`src/include/dsm_defs.svh`:
```
// register offsets, field positions and reset values of the safe input monitor
`ifndef DSM_DEFS_SVH
`define DSM_DEFS_SVH
`define DSM_CTRL_OFF 8'h00
`define DSM_SEL_OFF 8'h04
`define DSM_BTOL_OFF 8'h08
`define DSM_ETOL_OFF 8'h0C
`define DSM_DEB_OFF 8'h10
`define DSM_SS1_OFF 8'h14
`define DSM_STAT_OFF 8'h18
`define DSM_MASK_OFF 8'h1C
`define DSM_STATE_OFF 8'h20
`define DSM_CTRL_TERM_BIT 0
`define DSM_CTRL_EXT_BIT 1
`define DSM_CTRL_ACK_BIT 2
`define DSM_CTRL_CNT_LSB 4
`define DSM_STAT_BDISC_BIT 0
`define DSM_STAT_EDISC_BIT 1
`define DSM_STAT_FREQ_BIT 2
`define DSM_CTRL_RST 32'h0000_0011
`define DSM_SEL_RST 32'h00FA_C688
`define DSM_BTOL_RST 32'h0000_2710
`define DSM_ETOL_RST 32'h0000_2710
`define DSM_DEB_RST 32'h0000_0064
`define DSM_SS1_RST 32'h0000_4E20
`define DSM_FREQ_FAULT_VAL 16'h03E8
`define DSM_RESP_OKAY 2'h0
`define DSM_RESP_SLVERR 2'h2
`endif

```
`src/include/dsm_pkg.sv`:
```
// types of the safe input monitor
package dsm_pkg;
	typedef enum {
		DSM_AGREE,
		DSM_SKEW,
		DSM_STOP_DELAY,
		DSM_SUPPRESS
	} dsm_mon_t;
	typedef logic [31:0] dsm_word_t;
endpackage

```
`src/rtl/dsm_monitor.sv`:
```
// two-channel safe stop request monitor with axi4-lite registers
// What the document requires
// a high input withdraws the stop request, a low input requests it
// channel one is a selected control-unit input, channel two the pulse-enable terminal
// a request acts only on the drive this instance serves
// fault when the channels do not agree within the tolerance time
// mismatch gives a stop fault; extended set has own tolerance and fault bit
// pulses are cut as soon as one channel requests the stop
// too frequent switching raises the discrepancy fault with value 1000
// requester switches at least twice per five tolerance times, T apart
// configurable debounce on both request terminals
// up to eight selected control-unit inputs are anded into channel one
// the number of anded inputs equals the parallel unit count
// pulse-enable terminal is ignored unless terminal control is enabled
// a fault here does not force stop on other drives of a group
// integrator wires group inputs and pulse-enable terminals identically
// tolerance time must be shorter than the shortest switching interval
// after a failed cross-check pulses are suppressed after the stop delay
// tolerance timer starts at the first change, clears when channels agree
//
// Local design decisions: register access over AXI4-Lite and the placing of the registers.
`timescale 1ns/1ps
`default_nettype none
`include "dsm_defs.svh"
module dsm_monitor
	import dsm_pkg::*;
#(
	parameter int NUM_DI = 8,
	parameter int ADDR_W = 8
) (
	input wire logic aclk,
	input wire logic aresetn,
	input wire logic [ADDR_W-1:0] s_axi_awaddr,
	input wire logic s_axi_awvalid,
	output logic s_axi_awready,
	input wire logic [31:0] s_axi_wdata,
	input wire logic [3:0] s_axi_wstrb,
	input wire logic s_axi_wvalid,
	output logic s_axi_wready,
	output logic [1:0] s_axi_bresp,
	output logic s_axi_bvalid,
	input wire logic s_axi_bready,
	input wire logic [ADDR_W-1:0] s_axi_araddr,
	input wire logic s_axi_arvalid,
	output logic s_axi_arready,
	output logic [31:0] s_axi_rdata,
	output logic [1:0] s_axi_rresp,
	output logic s_axi_rvalid,
	input wire logic s_axi_rready,
	input wire logic [NUM_DI-1:0] control_unit_input_states,
	input wire logic pulse_enable_terminal,
	output logic pulse_enable_out,
	output logic stop_fault,
	output logic irq
);
	function automatic dsm_word_t wmerge(input dsm_word_t old, input dsm_word_t d,
		input logic [3:0] s);
		dsm_word_t r;
		r = old;
		for (int b = 0; b < 4; b++) begin
			if (s[b]) begin
				r[8*b +: 8] = d[8*b +: 8];
			end
		end
		return r;
	endfunction

	// ands the first n selected inputs; a count of zero acts as one
	function automatic logic first_chan(input logic [NUM_DI-1:0] di, input logic [23:0] sel,
		input logic [3:0] cnt);
		logic r;
		logic [3:0] n;
		n = (cnt == 4'h0) ? 4'h1 : cnt;
		r = 1'b1;
		for (int i = 0; i < 8; i++) begin
			if (4'(i) < n) begin
				if (int'(sel[3*i +: 3]) < NUM_DI) begin
					r = r & di[sel[3*i +: 3]];
				end else begin
					r = 1'b0;
				end
			end
		end
		return r;
	endfunction

	logic awready_reg, awready_next, wready_reg, wready_next;
	logic bvalid_reg, bvalid_next, arready_reg, arready_next;
	logic rvalid_reg, rvalid_next;
	logic [1:0] bresp_reg, bresp_next, rresp_reg, rresp_next;
	logic [ADDR_W-1:0] waddr_reg, waddr_next;
	dsm_word_t wdata_reg, wdata_next, rdata_reg, rdata_next;
	logic [3:0] wstrb_reg, wstrb_next;
	dsm_word_t ctrl_reg, ctrl_next, sel_reg, sel_next, btol_reg, btol_next;
	dsm_word_t etol_reg, etol_next, deb_reg, deb_next, ss1_reg, ss1_next;
	logic [2:0] stat_reg, stat_next, mask_reg, mask_next;
	logic ack_reg, ack_next, irq_reg, irq_next;
	dsm_mon_t st_reg, st_next;
	dsm_word_t tmr_reg, tmr_next;
	logic fault_reg, fault_next, pe_reg, pe_next;
	logic [15:0] fval_reg, fval_next;
	logic ev_bdisc, ev_edisc, ev_freq, mismatch;
	logic wr_go, rd_go;
	logic term_en, ext_en, ch1_raw, ch2_raw, ch1_db, ch2_db, too_fast;
	dsm_word_t tol;

	assign term_en = ctrl_reg[`DSM_CTRL_TERM_BIT];
	assign ext_en = ctrl_reg[`DSM_CTRL_EXT_BIT];
	assign tol = ext_en ? etol_reg : btol_reg;
	// channel one from the anded selection, channel two from the terminal; both held high while terminal control is off
	assign ch1_raw = term_en ? first_chan(control_unit_input_states, sel_reg[23:0],
		ctrl_reg[`DSM_CTRL_CNT_LSB +: 4]) : 1'b1;
	assign ch2_raw = term_en ? pulse_enable_terminal : 1'b1;

	dsm_debounce #(.CW(32)) u_deb_ch1 (
		.aclk(aclk),
		.aresetn(aresetn),
		.limit(deb_reg),
		.din(ch1_raw),
		.dout(ch1_db)
	);

	dsm_debounce #(.CW(32)) u_deb_ch2 (
		.aclk(aclk),
		.aresetn(aresetn),
		.limit(deb_reg),
		.din(ch2_raw),
		.dout(ch2_db)
	);

	dsm_switch_mon #(.CW(32)) u_switch (
		.aclk(aclk),
		.aresetn(aresetn),
		.tol(tol),
		.req({ch2_db, ch1_db}),
		.too_fast(too_fast)
	);

	// cross-check of the two channels; only this drive's pulses are touched
	always_comb begin
		st_next = st_reg;
		tmr_next = tmr_reg;
		fault_next = fault_reg;
		fval_next = fval_reg;
		ev_bdisc = 1'b0;
		ev_edisc = 1'b0;
		ev_freq = 1'b0;
		mismatch = ch1_db != ch2_db;
		unique case (st_reg)
			DSM_AGREE: begin
				if (mismatch) begin
					st_next = DSM_SKEW;
					tmr_next = '0;
				end
			end
			DSM_SKEW: begin
				if (!mismatch) begin
					st_next = DSM_AGREE;
				end else if (tmr_reg + 32'h1 >= tol) begin
					ev_bdisc = !ext_en;
					ev_edisc = ext_en;
					st_next = DSM_STOP_DELAY;
					tmr_next = '0;
					fault_next = 1'b1;
					fval_next = 16'h0000;
				end else begin
					tmr_next = tmr_reg + 32'h1;
				end
			end
			DSM_STOP_DELAY: begin
				if (tmr_reg + 32'h1 >= ss1_reg) begin
					st_next = DSM_SUPPRESS;
				end else begin
					tmr_next = tmr_reg + 32'h1;
				end
			end
			DSM_SUPPRESS: begin
				if (ack_reg && !mismatch) begin
					st_next = DSM_AGREE;
					fault_next = 1'b0;
					fval_next = 16'h0000;
				end
			end
		endcase
		if (too_fast && (st_reg == DSM_AGREE || st_reg == DSM_SKEW)) begin
			ev_freq = 1'b1;
			st_next = DSM_STOP_DELAY;
			tmr_next = '0;
			fault_next = 1'b1;
			fval_next = `DSM_FREQ_FAULT_VAL;
		end
		// low on either channel cuts pulses at once
		pe_next = ch1_db & ch2_db & (st_next != DSM_SUPPRESS);
	end

	// bus slave, register file and interrupt status
	always_comb begin
		awready_next = awready_reg;
		wready_next = wready_reg;
		bvalid_next = bvalid_reg;
		bresp_next = bresp_reg;
		arready_next = arready_reg;
		rvalid_next = rvalid_reg;
		rresp_next = rresp_reg;
		rdata_next = rdata_reg;
		waddr_next = waddr_reg;
		wdata_next = wdata_reg;
		wstrb_next = wstrb_reg;
		ctrl_next = ctrl_reg;
		sel_next = sel_reg;
		btol_next = btol_reg;
		etol_next = etol_reg;
		deb_next = deb_reg;
		ss1_next = ss1_reg;
		mask_next = mask_reg;
		stat_next = stat_reg;
		ack_next = 1'b0;
		if (s_axi_awvalid && awready_reg) begin
			waddr_next = s_axi_awaddr;
			awready_next = 1'b0;
		end
		if (s_axi_wvalid && wready_reg) begin
			wdata_next = s_axi_wdata;
			wstrb_next = s_axi_wstrb;
			wready_next = 1'b0;
		end
		wr_go = !awready_reg && !wready_reg && !bvalid_reg;
		if (wr_go) begin
			bvalid_next = 1'b1;
			bresp_next = `DSM_RESP_OKAY;
			unique case (waddr_reg)
				`DSM_CTRL_OFF: begin
					ctrl_next = wmerge(ctrl_reg, wdata_reg, wstrb_reg);
					ctrl_next[`DSM_CTRL_ACK_BIT] = 1'b0;
					ack_next = wstrb_reg[0] && wdata_reg[`DSM_CTRL_ACK_BIT];
				end
				`DSM_SEL_OFF: sel_next = wmerge(sel_reg, wdata_reg, wstrb_reg);
				`DSM_BTOL_OFF: btol_next = wmerge(btol_reg, wdata_reg, wstrb_reg);
				`DSM_ETOL_OFF: etol_next = wmerge(etol_reg, wdata_reg, wstrb_reg);
				`DSM_DEB_OFF: deb_next = wmerge(deb_reg, wdata_reg, wstrb_reg);
				`DSM_SS1_OFF: ss1_next = wmerge(ss1_reg, wdata_reg, wstrb_reg);
				`DSM_MASK_OFF: begin
					if (wstrb_reg[0]) begin
						mask_next = wdata_reg[2:0];
					end
				end
				`DSM_STAT_OFF, `DSM_STATE_OFF: bresp_next = `DSM_RESP_OKAY;
				default: bresp_next = `DSM_RESP_SLVERR;
			endcase
		end
		if (bvalid_reg && s_axi_bready) begin
			bvalid_next = 1'b0;
			awready_next = 1'b1;
			wready_next = 1'b1;
		end
		rd_go = s_axi_arvalid && arready_reg;
		if (rd_go) begin
			arready_next = 1'b0;
			rvalid_next = 1'b1;
			rresp_next = `DSM_RESP_OKAY;
			rdata_next = 32'h0000_0000;
			unique case (s_axi_araddr)
				`DSM_CTRL_OFF: rdata_next = ctrl_reg;
				`DSM_SEL_OFF: rdata_next = sel_reg;
				`DSM_BTOL_OFF: rdata_next = btol_reg;
				`DSM_ETOL_OFF: rdata_next = etol_reg;
				`DSM_DEB_OFF: rdata_next = deb_reg;
				`DSM_SS1_OFF: rdata_next = ss1_reg;
				`DSM_STAT_OFF: begin
					rdata_next[2:0] = stat_reg;
					stat_next = 3'h0;
				end
				`DSM_MASK_OFF: rdata_next[2:0] = mask_reg;
				`DSM_STATE_OFF: rdata_next = {fval_reg, 8'h00, pulse_enable_out,
					stop_fault, ch2_db, ch1_db, 4'(st_reg)};
				default: rresp_next = `DSM_RESP_SLVERR;
			endcase
		end
		if (rvalid_reg && s_axi_rready) begin
			rvalid_next = 1'b0;
			arready_next = 1'b1;
		end
		// a new event wins over the read that clears
		stat_next[`DSM_STAT_BDISC_BIT] = stat_next[`DSM_STAT_BDISC_BIT] | ev_bdisc;
		stat_next[`DSM_STAT_EDISC_BIT] = stat_next[`DSM_STAT_EDISC_BIT] | ev_edisc;
		stat_next[`DSM_STAT_FREQ_BIT] = stat_next[`DSM_STAT_FREQ_BIT] | ev_freq;
		irq_next = |(stat_next & mask_next);
	end

	always_ff @(posedge aclk) begin
		if (!aresetn) begin
			awready_reg <= 1'b1;
			wready_reg <= 1'b1;
			bvalid_reg <= 1'b0;
			bresp_reg <= `DSM_RESP_OKAY;
			arready_reg <= 1'b1;
			rvalid_reg <= 1'b0;
			rresp_reg <= `DSM_RESP_OKAY;
			rdata_reg <= 32'h0000_0000;
			waddr_reg <= '0;
			wdata_reg <= 32'h0000_0000;
			wstrb_reg <= 4'h0;
			ctrl_reg <= `DSM_CTRL_RST;
			sel_reg <= `DSM_SEL_RST;
			btol_reg <= `DSM_BTOL_RST;
			etol_reg <= `DSM_ETOL_RST;
			deb_reg <= `DSM_DEB_RST;
			ss1_reg <= `DSM_SS1_RST;
			stat_reg <= 3'h0;
			mask_reg <= 3'h0;
			ack_reg <= 1'b0;
			irq_reg <= 1'b0;
			st_reg <= DSM_AGREE;
			tmr_reg <= 32'h0000_0000;
			fault_reg <= 1'b0;
			fval_reg <= 16'h0000;
			pe_reg <= 1'b0;
		end else begin
			awready_reg <= awready_next;
			wready_reg <= wready_next;
			bvalid_reg <= bvalid_next;
			bresp_reg <= bresp_next;
			arready_reg <= arready_next;
			rvalid_reg <= rvalid_next;
			rresp_reg <= rresp_next;
			rdata_reg <= rdata_next;
			waddr_reg <= waddr_next;
			wdata_reg <= wdata_next;
			wstrb_reg <= wstrb_next;
			ctrl_reg <= ctrl_next;
			sel_reg <= sel_next;
			btol_reg <= btol_next;
			etol_reg <= etol_next;
			deb_reg <= deb_next;
			ss1_reg <= ss1_next;
			stat_reg <= stat_next;
			mask_reg <= mask_next;
			ack_reg <= ack_next;
			irq_reg <= irq_next;
			st_reg <= st_next;
			tmr_reg <= tmr_next;
			fault_reg <= fault_next;
			fval_reg <= fval_next;
			pe_reg <= pe_next;
		end
	end

	assign s_axi_awready = awready_reg;
	assign s_axi_wready = wready_reg;
	assign s_axi_bvalid = bvalid_reg;
	assign s_axi_bresp = bresp_reg;
	assign s_axi_arready = arready_reg;
	assign s_axi_rvalid = rvalid_reg;
	assign s_axi_rresp = rresp_reg;
	assign s_axi_rdata = rdata_reg;
	assign pulse_enable_out = pe_reg;
	assign stop_fault = fault_reg;
	assign irq = irq_reg;
endmodule
`default_nettype wire

```
`src/rtl/dsm_debounce.sv`:
```
// debounce filter for one request terminal
`timescale 1ns/1ps
`default_nettype none
module dsm_debounce #(
	parameter int CW = 32
) (
	input wire logic aclk,
	input wire logic aresetn,
	input wire logic [CW-1:0] limit,
	input wire logic din,
	output logic dout
);
	logic dout_reg, dout_next;
	logic [CW-1:0] cnt_reg, cnt_next;

	// output follows only after the input has differed for limit+1 cycles in a row
	always_comb begin
		dout_next = dout_reg;
		cnt_next = '0;
		if (din != dout_reg) begin
			if (cnt_reg >= limit) begin
				dout_next = din;
			end else begin
				cnt_next = cnt_reg + 1'b1;
			end
		end
	end

	always_ff @(posedge aclk) begin
		if (!aresetn) begin
			dout_reg <= 1'b0;
			cnt_reg <= '0;
		end else begin
			dout_reg <= dout_next;
			cnt_reg <= cnt_next;
		end
	end

	assign dout = dout_reg;
endmodule
`default_nettype wire

```
`src/rtl/dsm_switch_mon.sv`:
```
// watches the spacing between switching operations of the two channels
`timescale 1ns/1ps
`default_nettype none
module dsm_switch_mon #(
	parameter int CW = 32
) (
	input wire logic aclk,
	input wire logic aresetn,
	input wire logic [CW-1:0] tol,
	input wire logic [1:0] req,
	output logic too_fast
);
	logic [1:0] prev_reg, prev_next;
	logic [CW-1:0] gap_reg, gap_next;
	logic fast_reg, fast_next;
	logic sw;

	always_comb begin
		sw = |(req ^ prev_reg);
		prev_next = req;
		fast_next = sw && (gap_reg < tol);
		if (sw) begin
			gap_next = '0;
		end else if (gap_reg != '1) begin
			gap_next = gap_reg + 1'b1;
		end else begin
			gap_next = gap_reg;
		end
	end

	always_ff @(posedge aclk) begin
		if (!aresetn) begin
			prev_reg <= 2'h0;
			gap_reg <= '1;
			fast_reg <= 1'b0;
		end else begin
			prev_reg <= prev_next;
			gap_reg <= gap_next;
			fast_reg <= fast_next;
		end
	end

	assign too_fast = fast_reg;
endmodule
`default_nettype wire

```
`config.mk`:
```
export PLATFORM = sky130hd
export DESIGN_NAME = dsm_monitor
export DESIGN_NICKNAME = d
export VERILOG_FILES = /design/src/include/dsm_pkg.sv /design/src/rtl/dsm_monitor.sv /design/src/rtl/dsm_debounce.sv /design/src/rtl/dsm_switch_mon.sv
export VERILOG_INCLUDE_DIRS = /design/src /design/src/include
export SDC_FILE = /design/constraint.sdc
export NUM_CORES = 1
export LEC_CHECK = 0
export ABC_AREA = 0
export BUFFER_PORTS_ARGS = -buffer_cell sky130_fd_sc_hd__buf_4
export CAP_MARGIN = 20
export CORE_ASPECT_RATIO = 0.9
export CORE_MARGIN = 5
export CORE_UTILIZATION = 25
export CTS_BUF_LIST = sky130_fd_sc_hd__clkbuf_8 sky130_fd_sc_hd__clkbuf_16
export DETAILED_ROUTE_END_ITERATION = 8
export PLACE_DENSITY_LB_ADDON = 0.1
export SETUP_SLACK_MARGIN = 0.2
export SLEW_MARGIN = 20
export SYNTH_ARGS = -nofsm -noshare
export SYNTH_HDL_FRONTEND = slang
export SYNTH_SLANG_ARGS = --single-unit
```
`constraint.sdc`:
```
create_clock -name aclk -period 11.5 [get_ports aclk]
set_input_delay 2.3 -clock aclk [delete_from_list [all_inputs] [get_ports aclk]]
set_output_delay 2.3 -clock aclk [all_outputs]
set_load 0.01 [all_outputs]
```
* Yosys cells after proc, flatten, opt, wreduce, memory -nomap -nowiden
Cells that the tools add are included.
** Storage, ports and cells
- Logic and storage cells :: 260
- Register bits after elaboration :: 467
- Input bits :: 68
- Output and inout bits :: 44
** Operators by class
- $lt $le $gt $ge :: 21
- Bitwise gates (word level) :: 17
- Reduce and logical (&&, ||, !) cells :: 65
- Muxes and demuxes :: 68
- Equal/unequal tests :: 33
- Add/sub/neg operators :: 4
** Operators with widths (number)
- 32-bit 2-to-1 mux :: 13
- 29-bit case mux with 7 select lines :: 1
- 32-bit by 1-bit adder with 32-bit output, second input constant :: 4
- 32-bit >= comparator :: 4
- 32-bit case mux with 4 select lines :: 1
- 32-bit by 2-bit == test with 1-bit output, second input constant :: 3
- 32-bit case mux with 3 select lines :: 1
- 3-bit AND reduction :: 25
- 8-bit by 5-bit == test with 1-bit output, second input constant :: 8
- 32-bit zero test :: 2
- 16-bit 2-to-1 mux :: 3
- 32-bit by 1-bit == test with 1-bit output, second input constant :: 1
- 8-bit by 4-bit == test with 1-bit output, second input constant :: 4
- 3-bit by 4-bit < comparator with 1-bit output, second input constant :: 8
- 32-bit < comparator :: 1
- 32-bit by 3-bit != test with 1-bit output, second input constant :: 1
- 32-bit != test, second input constant :: 1
- 16-bit case mux with 2 select lines :: 1
- 1-bit 2-to-1 mux :: 29
- 3-bit case mux with 9 select lines :: 1
- 1-bit binary-select mux with 3-bit select :: 8
- 9-bit OR reduction :: 2
- 8-bit by 3-bit == test with 1-bit output, second input constant :: 2
- 8-bit by 6-bit == test with 1-bit output, second input constant :: 2
- 27 further kinds :: 82

* Depth between registers and ports, before layout
Gate-level depths: netlist of the first run.
- Depth after elaboration :: 22
- Mapped depth :: 19
- Gate-level depth less buffers :: 17

* Modules after synthesis
Synthesis of the first run repeated with hierarchy kept, for this count alone.
** Unflattened totals
- Cells, all modules :: 2806
- Area total of the unflattened synthesis :: 24758.7 sq um
** Modules (own cells, without submodules)
- dsm_monitor :: cells each 1925, area each 17514.3 sq um, sequential area each 6986.7 sq um, times used 1
- dsm_debounce :: cells each 272, area each 2293.4 sq um, sequential area each 660.6 sq um, times used 2
- dsm_switch_mon :: cells each 337, area each 2657.5 sq um, sequential area each 700.7 sq um, times used 1

* Worst setup path after synthesis of the first run
OpenSTA, ideal clock, no wires.
- Path kind :: flip-flop to flip-flop
- From :: register tmr_reg[0]
- To :: register tmr_reg[19]
- Path buffers :: 2
- Setup slack :: 7302 ps
- Setup time :: 117 ps
- Cell stages (with the launch flop) :: 20
- Period minus slack after synthesis :: 4198 ps
- Data arrival time :: 4081 ps
- Data required time :: 11383 ps
- Path through :: dfxtp_1 ha_1 and4_1 nand4_2 or2_2 buf_2 or2_2 nor2_1 nand4_1 xnor2_1 ha_1 nand4_1 nor3_1 nand4_1 a211oi_1 a21oi_1 a31o_2 and2_2 buf_6 a22o_1
** On the way
- Cells in the longest elaborated chain, start to end :: 5
- Elaborated cells on any way between the ends :: 9
- Those cells by class :: 1 x add/sub; 2 x order compare; 1 x eq/ne; 4 x mux; 1 x reduce/logical
** RTL lines
- start: declaration :: line dsm_monitor.sv:99 : dsm_word_t tmr_reg, tmr_next;
- start signal: assignment :: line dsm_monitor.sv:341 : tmr_reg <= tmr_next;
- 32-bit by 1-bit adder with 32-bit output *
- 32-bit >= comparator :: line dsm_monitor.sv:159 : end else if (tmr_reg + 32'h1 >= tol) begin
- 32-bit 2-to-1 mux :: line dsm_monitor.sv:159
- 32-bit 2-to-1 mux :: line dsm_monitor.sv:157 : if (!mismatch) begin
- 32-bit case mux with 3 select lines :: line dsm_monitor.sv:149 : unique case (st_reg)
Every way passes the cells marked *; elsewhere a longest branch is shown, timed or not. The select of a mux whose other input is x is not followed.
A chain may end at the register's enable or synchronous reset.

* Final worst setup path of the first run
- From :: register tmr_reg[0]
- To :: register tmr_reg[18]
Same word-level chain as after synthesis.

==> results.toml, run 1 <==
[sta]
worst_pin_slew_ps = 1030
grt_setup_unrepaired = "false"
setup_viol = 0
slew_viol_final = 0
relSlewSlack = 0.313
hold_viol = 0
period_needed_ps = 5340
clock_skew_ps = 17.4
fin_crit_sh = 0.464
whs_ps = 452
max_freq_ghz = 0.187
setup_tns_ps = 0

[power_and_ir_drop]
p_int_uw = 2870
seq_power_share = 0.430
p_sw_frac = 0.269
leakagePower_uw = 0.0107
peakVddDrop_v = 0.000109
switchingPower_uw = 1050
combPwrFrac = 0.117
power_uw = 3920
clock_power_share = 0.454
power_density_nw_per_um2 = 146

[synthesis]
synth_edf_count = 0
synth_area_leaders = "dfxtp_1 (39%), ha_1 (8.9%), mux2i_1 (7.9%)"
synth_seq_cells = 450
synth-main-ff-cell = "dfxtp_1"
synth-warning-count = 0
ys_types = 69
syn_area_um2 = 22900
syn_avg_cell_area_um2 = 8.60
synth_cells = 2667
synth_top_area_frac = 0.393
synth_top_area_cell = "dfxtp_1"
ys_async_sr_fraction = 0
synth_seq_area_share = 0.393

[route]
firstDrtPassIters = 5
ant_nets = 0
wl_per_cell_um = 19.7
drt_iter0_drc = 1303
drt-vias-per-instance = 4.86
totalWireLength_um = 78700
vias = 19400
drc = 0

[critical_path]
crit_fanout = 25
cp_data_arrival_time_ps = 5890
required_ps = 12050
startpoint_type = "register"
critical_path_class = "register to register"
cp-end-kind = "register"
rr_worst_depth = 17

[cts]
clkTransAtPathRegs_ps = 60
cts_resized = 0
cts_sinks = 450
cts_root_buf = "clkbuf_16"
cts-buffers-inserted = 54
hold_buffers = 0
clk_latency_ps = 610
cts.path.max_buffers = 3
htree_levels = 2
cts_tree = "built"
postCtsSetupBuffers = 0

[floorplan]
start_util = 0.252
die_h_um = 297
core-area_um2 = 91000
dieArea_um2 = 97900
io_pins = 112
fp-row-count = 105
die_w_um = 329

[finish]
drive_gt1_frac = 0.101
nets = 2956
fillers = 9623
final_common_cell = "dfxtp_1"
multi_input_area_um2 = 13100
antennaDiodeCount = 0
seqCellArea_um2 = 9010
area_growth_pct = 17.1
final_cell_mix = "dfxtp_1 (449), nand2_1 (341), nor2_1 (285), a21oi_1 (237), mux2i_1 (182)"
post-route-util = 0.295
fin_area_um2 = 26800

[place]
dp_hpwl_um = 59100
place_congestion = 0.838
io_buffers = 109
placed_area_um2 = 25000

[min_path]
min_path_cells = 2
hp-class = "register to register"

[status]
status = "finished, final reports clean"

[grt]
gr-total-overflow = 0
grt_use_total = 0.157
grt_pass1_wl_um = 121000
grt_max_degree = 146
grt_pass1_vias = 19300
antenna_found_initial = 0

[flow_run]
drv_cap = 0
[synth_stat cells, types with 16 or more instances]
master,number
nand4_1,50
and2_1,40
a22oi_1,23
a21o_1,34
nand2_1,341
ha_1,164
nor3_1,27
mux4_2,16
nand3_1,157
mux2i_1,182
nor2_1,292
a222oi_1,18
xnor2_1,48
clkbuf_1,106
inv_1,89
and3_1,36
o21ai_0,77
xor2_1,76
dfxtp_1,450
a21oi_1,237
[power groups by stage]
stage	Combinational (uW)	Clock (uW)	Sequential, uW
after floorplan	331	0	1690
after global placement	446	0	1720
after detailed placement	457	0	1720
after CTS	460	1840	1680
after global routing	518	1900	1690
final	458	1780	1680
[logic make-up (layout without fill, tap and decap cells)]
group | after synthesis | count (layout) | share of synthesized area
AO/OA/AOI/OAI | 479 | 479 | 0.129
buffers and inverters | 219 | 317 | 0.0372
flip-flops | 450 | 450 | 0.393
other | 1 | 2 | 0.000164
multiplexers | 208 | 208 | 0.100
AND/OR/NAND/NOR | 1022 | 1022 | 0.204
XOR/XNOR | 124 | 124 | 0.0474
adder cells (fa/ha/maj) | 164 | 164 | 0.0895
[per-stage QoR]
step / setup WS (ps) / instances
after floorplan: 7300 / 2668
after global placement: 6120 / 3897
after detailed placement: 6120 / 3898
after CTS: 6100 / 3996
after global routing: 5550 / 3996
final: 6160 / 3996
[layer usage]
metal | track usage | up-vias | wire length (um)
li1 | - | 9512 | -
met1 | 0.226 | 9341 | 38400
met2 | 0.246 | 447 | 34700
met3 | 0.0267 | 104 | 3840
met4 | 0.0368 | 0 | 1700
met5 | 0 | - | 0
[layout make-up]
class	instances	share of cell area
tap	1230	0.0573
multi-input combinational	1999	0.488
clock inverter	27	0.00974
timing repair buffer	130	0.0371
sequential	450	0.336
clock buffer	71	0.0590
inverter	89	0.0127
[critical path, cell delays in order, from the launching register on]
cell and delay (ps):
dfxtp_1 440, ha_1 290, and4_1 310, nand4_2 190, or2_2 410, or2_2 340, nor2_1 160, nand4_1 130
xnor2_1 280, ha_1 310, a21oi_1 160, nand2_1 70, a221oi_1 270, o21ai_0 240, a21oi_1 470, a31o_2 610
and2_2 430, a22o_1 180
[path summary, 6_finish.rpt]
check	from	end	slack, ps
hold / removal	ctrl_reg[29]	ctrl_reg[29]	450
setup reg to reg	tmr_reg[0]	tmr_reg[18]	6160
hold reg to reg	ctrl_reg[29]	ctrl_reg[29]	450
setup / recovery	tmr_reg[0]	tmr_reg[18]	6160
Power figures use the tool's default switching activity.
==> inputs of run 2 (changes only) <==
==> constraint.sdc (replaced) <==
create_clock -name aclk -period 5.5 [get_ports aclk]
set_input_delay 1.1 -clock aclk [delete_from_list [all_inputs] [get_ports aclk]]
set_output_delay 1.1 -clock aclk [all_outputs]
set_load 0.01 [all_outputs]
==> run 2 against run 1 <==
Fmax increased by 8.2%. Worst setup slack got worse by 5600 ps. Die area unchanged. Clock skew increased by 13 ps. Hold slack improved by 2.3 ps. Global-route usage about the same. Clock power increased by 99%.
==> results.toml, run 2 (synthesis gave the netlist of run 1 again) <==
[status]
status = "finished, final reports clean"

[power_and_ir_drop]
switchingPower_uw = 2200
leakagePower_uw = 0.0108
p_int_uw = 5840
seq_power_share = 0.438
combPwrFrac = 0.120
power_density_nw_per_um2 = 299
clock_power_share = 0.442
p_sw_frac = 0.274
peakVddDrop_v = 0.000203

[grt]
gr-total-overflow = 0
grt_pass1_vias = 19000
grt_use_total = 0.157
grt_pass1_wl_um = 120000
grt_max_degree = 169
antenna_found_initial = 5

[place]
io_buffers = 109
dpl_worst_slack_ps = 442
place_congestion = 0.821
dp_hpwl_um = 59500

[critical_path]
critical_path_class = "register to register"
startpoint_type = "register"
cp-end-kind = "register"
cp_data_arrival_time_ps = 5500
cp_common_cell = "nand4_1"
required_ps = 6070
timing.critical_path.cells = "ha_1, and4_1, nand4_2, or2_2, or2_2, nor2_1, nand4_1, xnor2_2, ha_1, nand4_1, nor3_2, nand4_1, a211oi_1, a21oi_1, buf_4, or3_1, o21ai_0, and2_1"
crit_slowest_cell = "dfxtp_1"
slowest_delay_ps = 450
crit_fanout = 7

[sta]
grt_setup_unrepaired = "false"
hold_viol = 0
slew_viol_final = 0
fin_crit_sh = 0.897
max_freq_ghz = 0.203
setup_viol = 0
period_needed_ps = 4930
worst_pin_slew_ps = 1030
setup_tns_ps = 0
relSlewSlack = 0.309
clock_skew_ps = 29.9
layout_setup_ws_ps = 566

[cts]
cts_sinks = 450
cts_root_buf = "clkbuf_16"
cts.path.max_buffers = 3
cts-buffers-inserted = 54
htree_levels = 2
clk_latency_ps = 620
clkTransAtPathRegs_ps = 60
cts_tree = "built"

[finish]
nets = 2971
post-route-util = 0.295
antennaDiodeCount = 0
final_cell_mix = "dfxtp_1 (449), nand2_1 (341), nor2_1 (285), a21oi_1 (237), mux2i_1 (182)"
area_growth_pct = 17.1
drive_gt1_frac = 0.105
final_common_cell = "dfxtp_1"

[route]
drc = 0
firstDrtPassIters = 7
ant_nets = 0
wl_per_cell_um = 19.9
drt_iter0_drc = 1432
vias = 19400
drt-vias-per-instance = 4.85
totalWireLength_um = 79500

[floorplan]
start_util = 0.252
die_w_um = 329
core-area_um2 = 91000
fp-row-count = 105
dieArea_um2 = 97900
die_h_um = 297
io_pins = 112

[min_path]
hp-class = "register to register"

[flow_run]
drv_cap = 0
## run 2: power by group through the flow
stage	logic [uW]	registers [uW]	clock network (uW)
floorplan	692	3530	0
global placement	934	3590	0
detailed placement	956	3590	0
CTS	963	3520	3680
global route	1080	3540	3800
finish	963	3520	3550
## run 2: cell type report
class / count / area, um2
well taps: 1230 / 1540
flip-flops and latches: 450 / 9010
fillers: 9614 / 64200
clock buffers: 66 / 1530
clock inverters: 26 / 195
multi-input cells: 1999 / 13100
inverters: 89 / 342
repair buffers: 145 / 1100
## run 2: timing repair
action	CTS	global route
gates resized for setup	0	5
hold buffers	0	0
setup endpoints to repair	0	22
setup buffers	0	4
## run 2: path summary, 6_finish.rpt
kind	to	startpoint	depth (start not counted)	slack (ps)
worst min-delay path	st_reg[5]	st_reg[5]	1	450
worst min register to register	st_reg[5]	st_reg[5]	1	450
worst max-delay path	stat_reg[0]	tmr_reg[0]	18	570
worst max register to register	stat_reg[0]	tmr_reg[0]	18	570
## run 2: worst max-delay path: cells and delay by family, from the launching register on
kind,cells,cell delay [ps]
compound gates,3,660
flops,1,450
simple gates,11,2740
xor+xnor,1,190
buf+inv,1,190
fa+ha+maj,2,610
## run 2: through the flow
stage	total power (uW)	instance area (um2)	cells	hold slack, ps
4_1_cts	8160	26800	4001	455
2_1_floorplan	4220	22900	2668	430
5_1_grt	8420	26900	4005	475
3_3_place_gp	4520	25100	3909	442
6_report	8040	26900	4005	455
3_5_place_dp	4550	25100	3909	445
## run 2: metal layers
| metal | track usage | up-vias | wire length (um) |
|---|---|---|---|
| met5 | 0 | - | 0 |
| met4 | 0.0343 | 0 | 1440 |
| met3 | 0.0267 | 92 | 4070 |
| met2 | 0.245 | 432 | 35000 |
| met1 | 0.229 | 9369 | 39000 |
| li1 | - | 9543 | - |
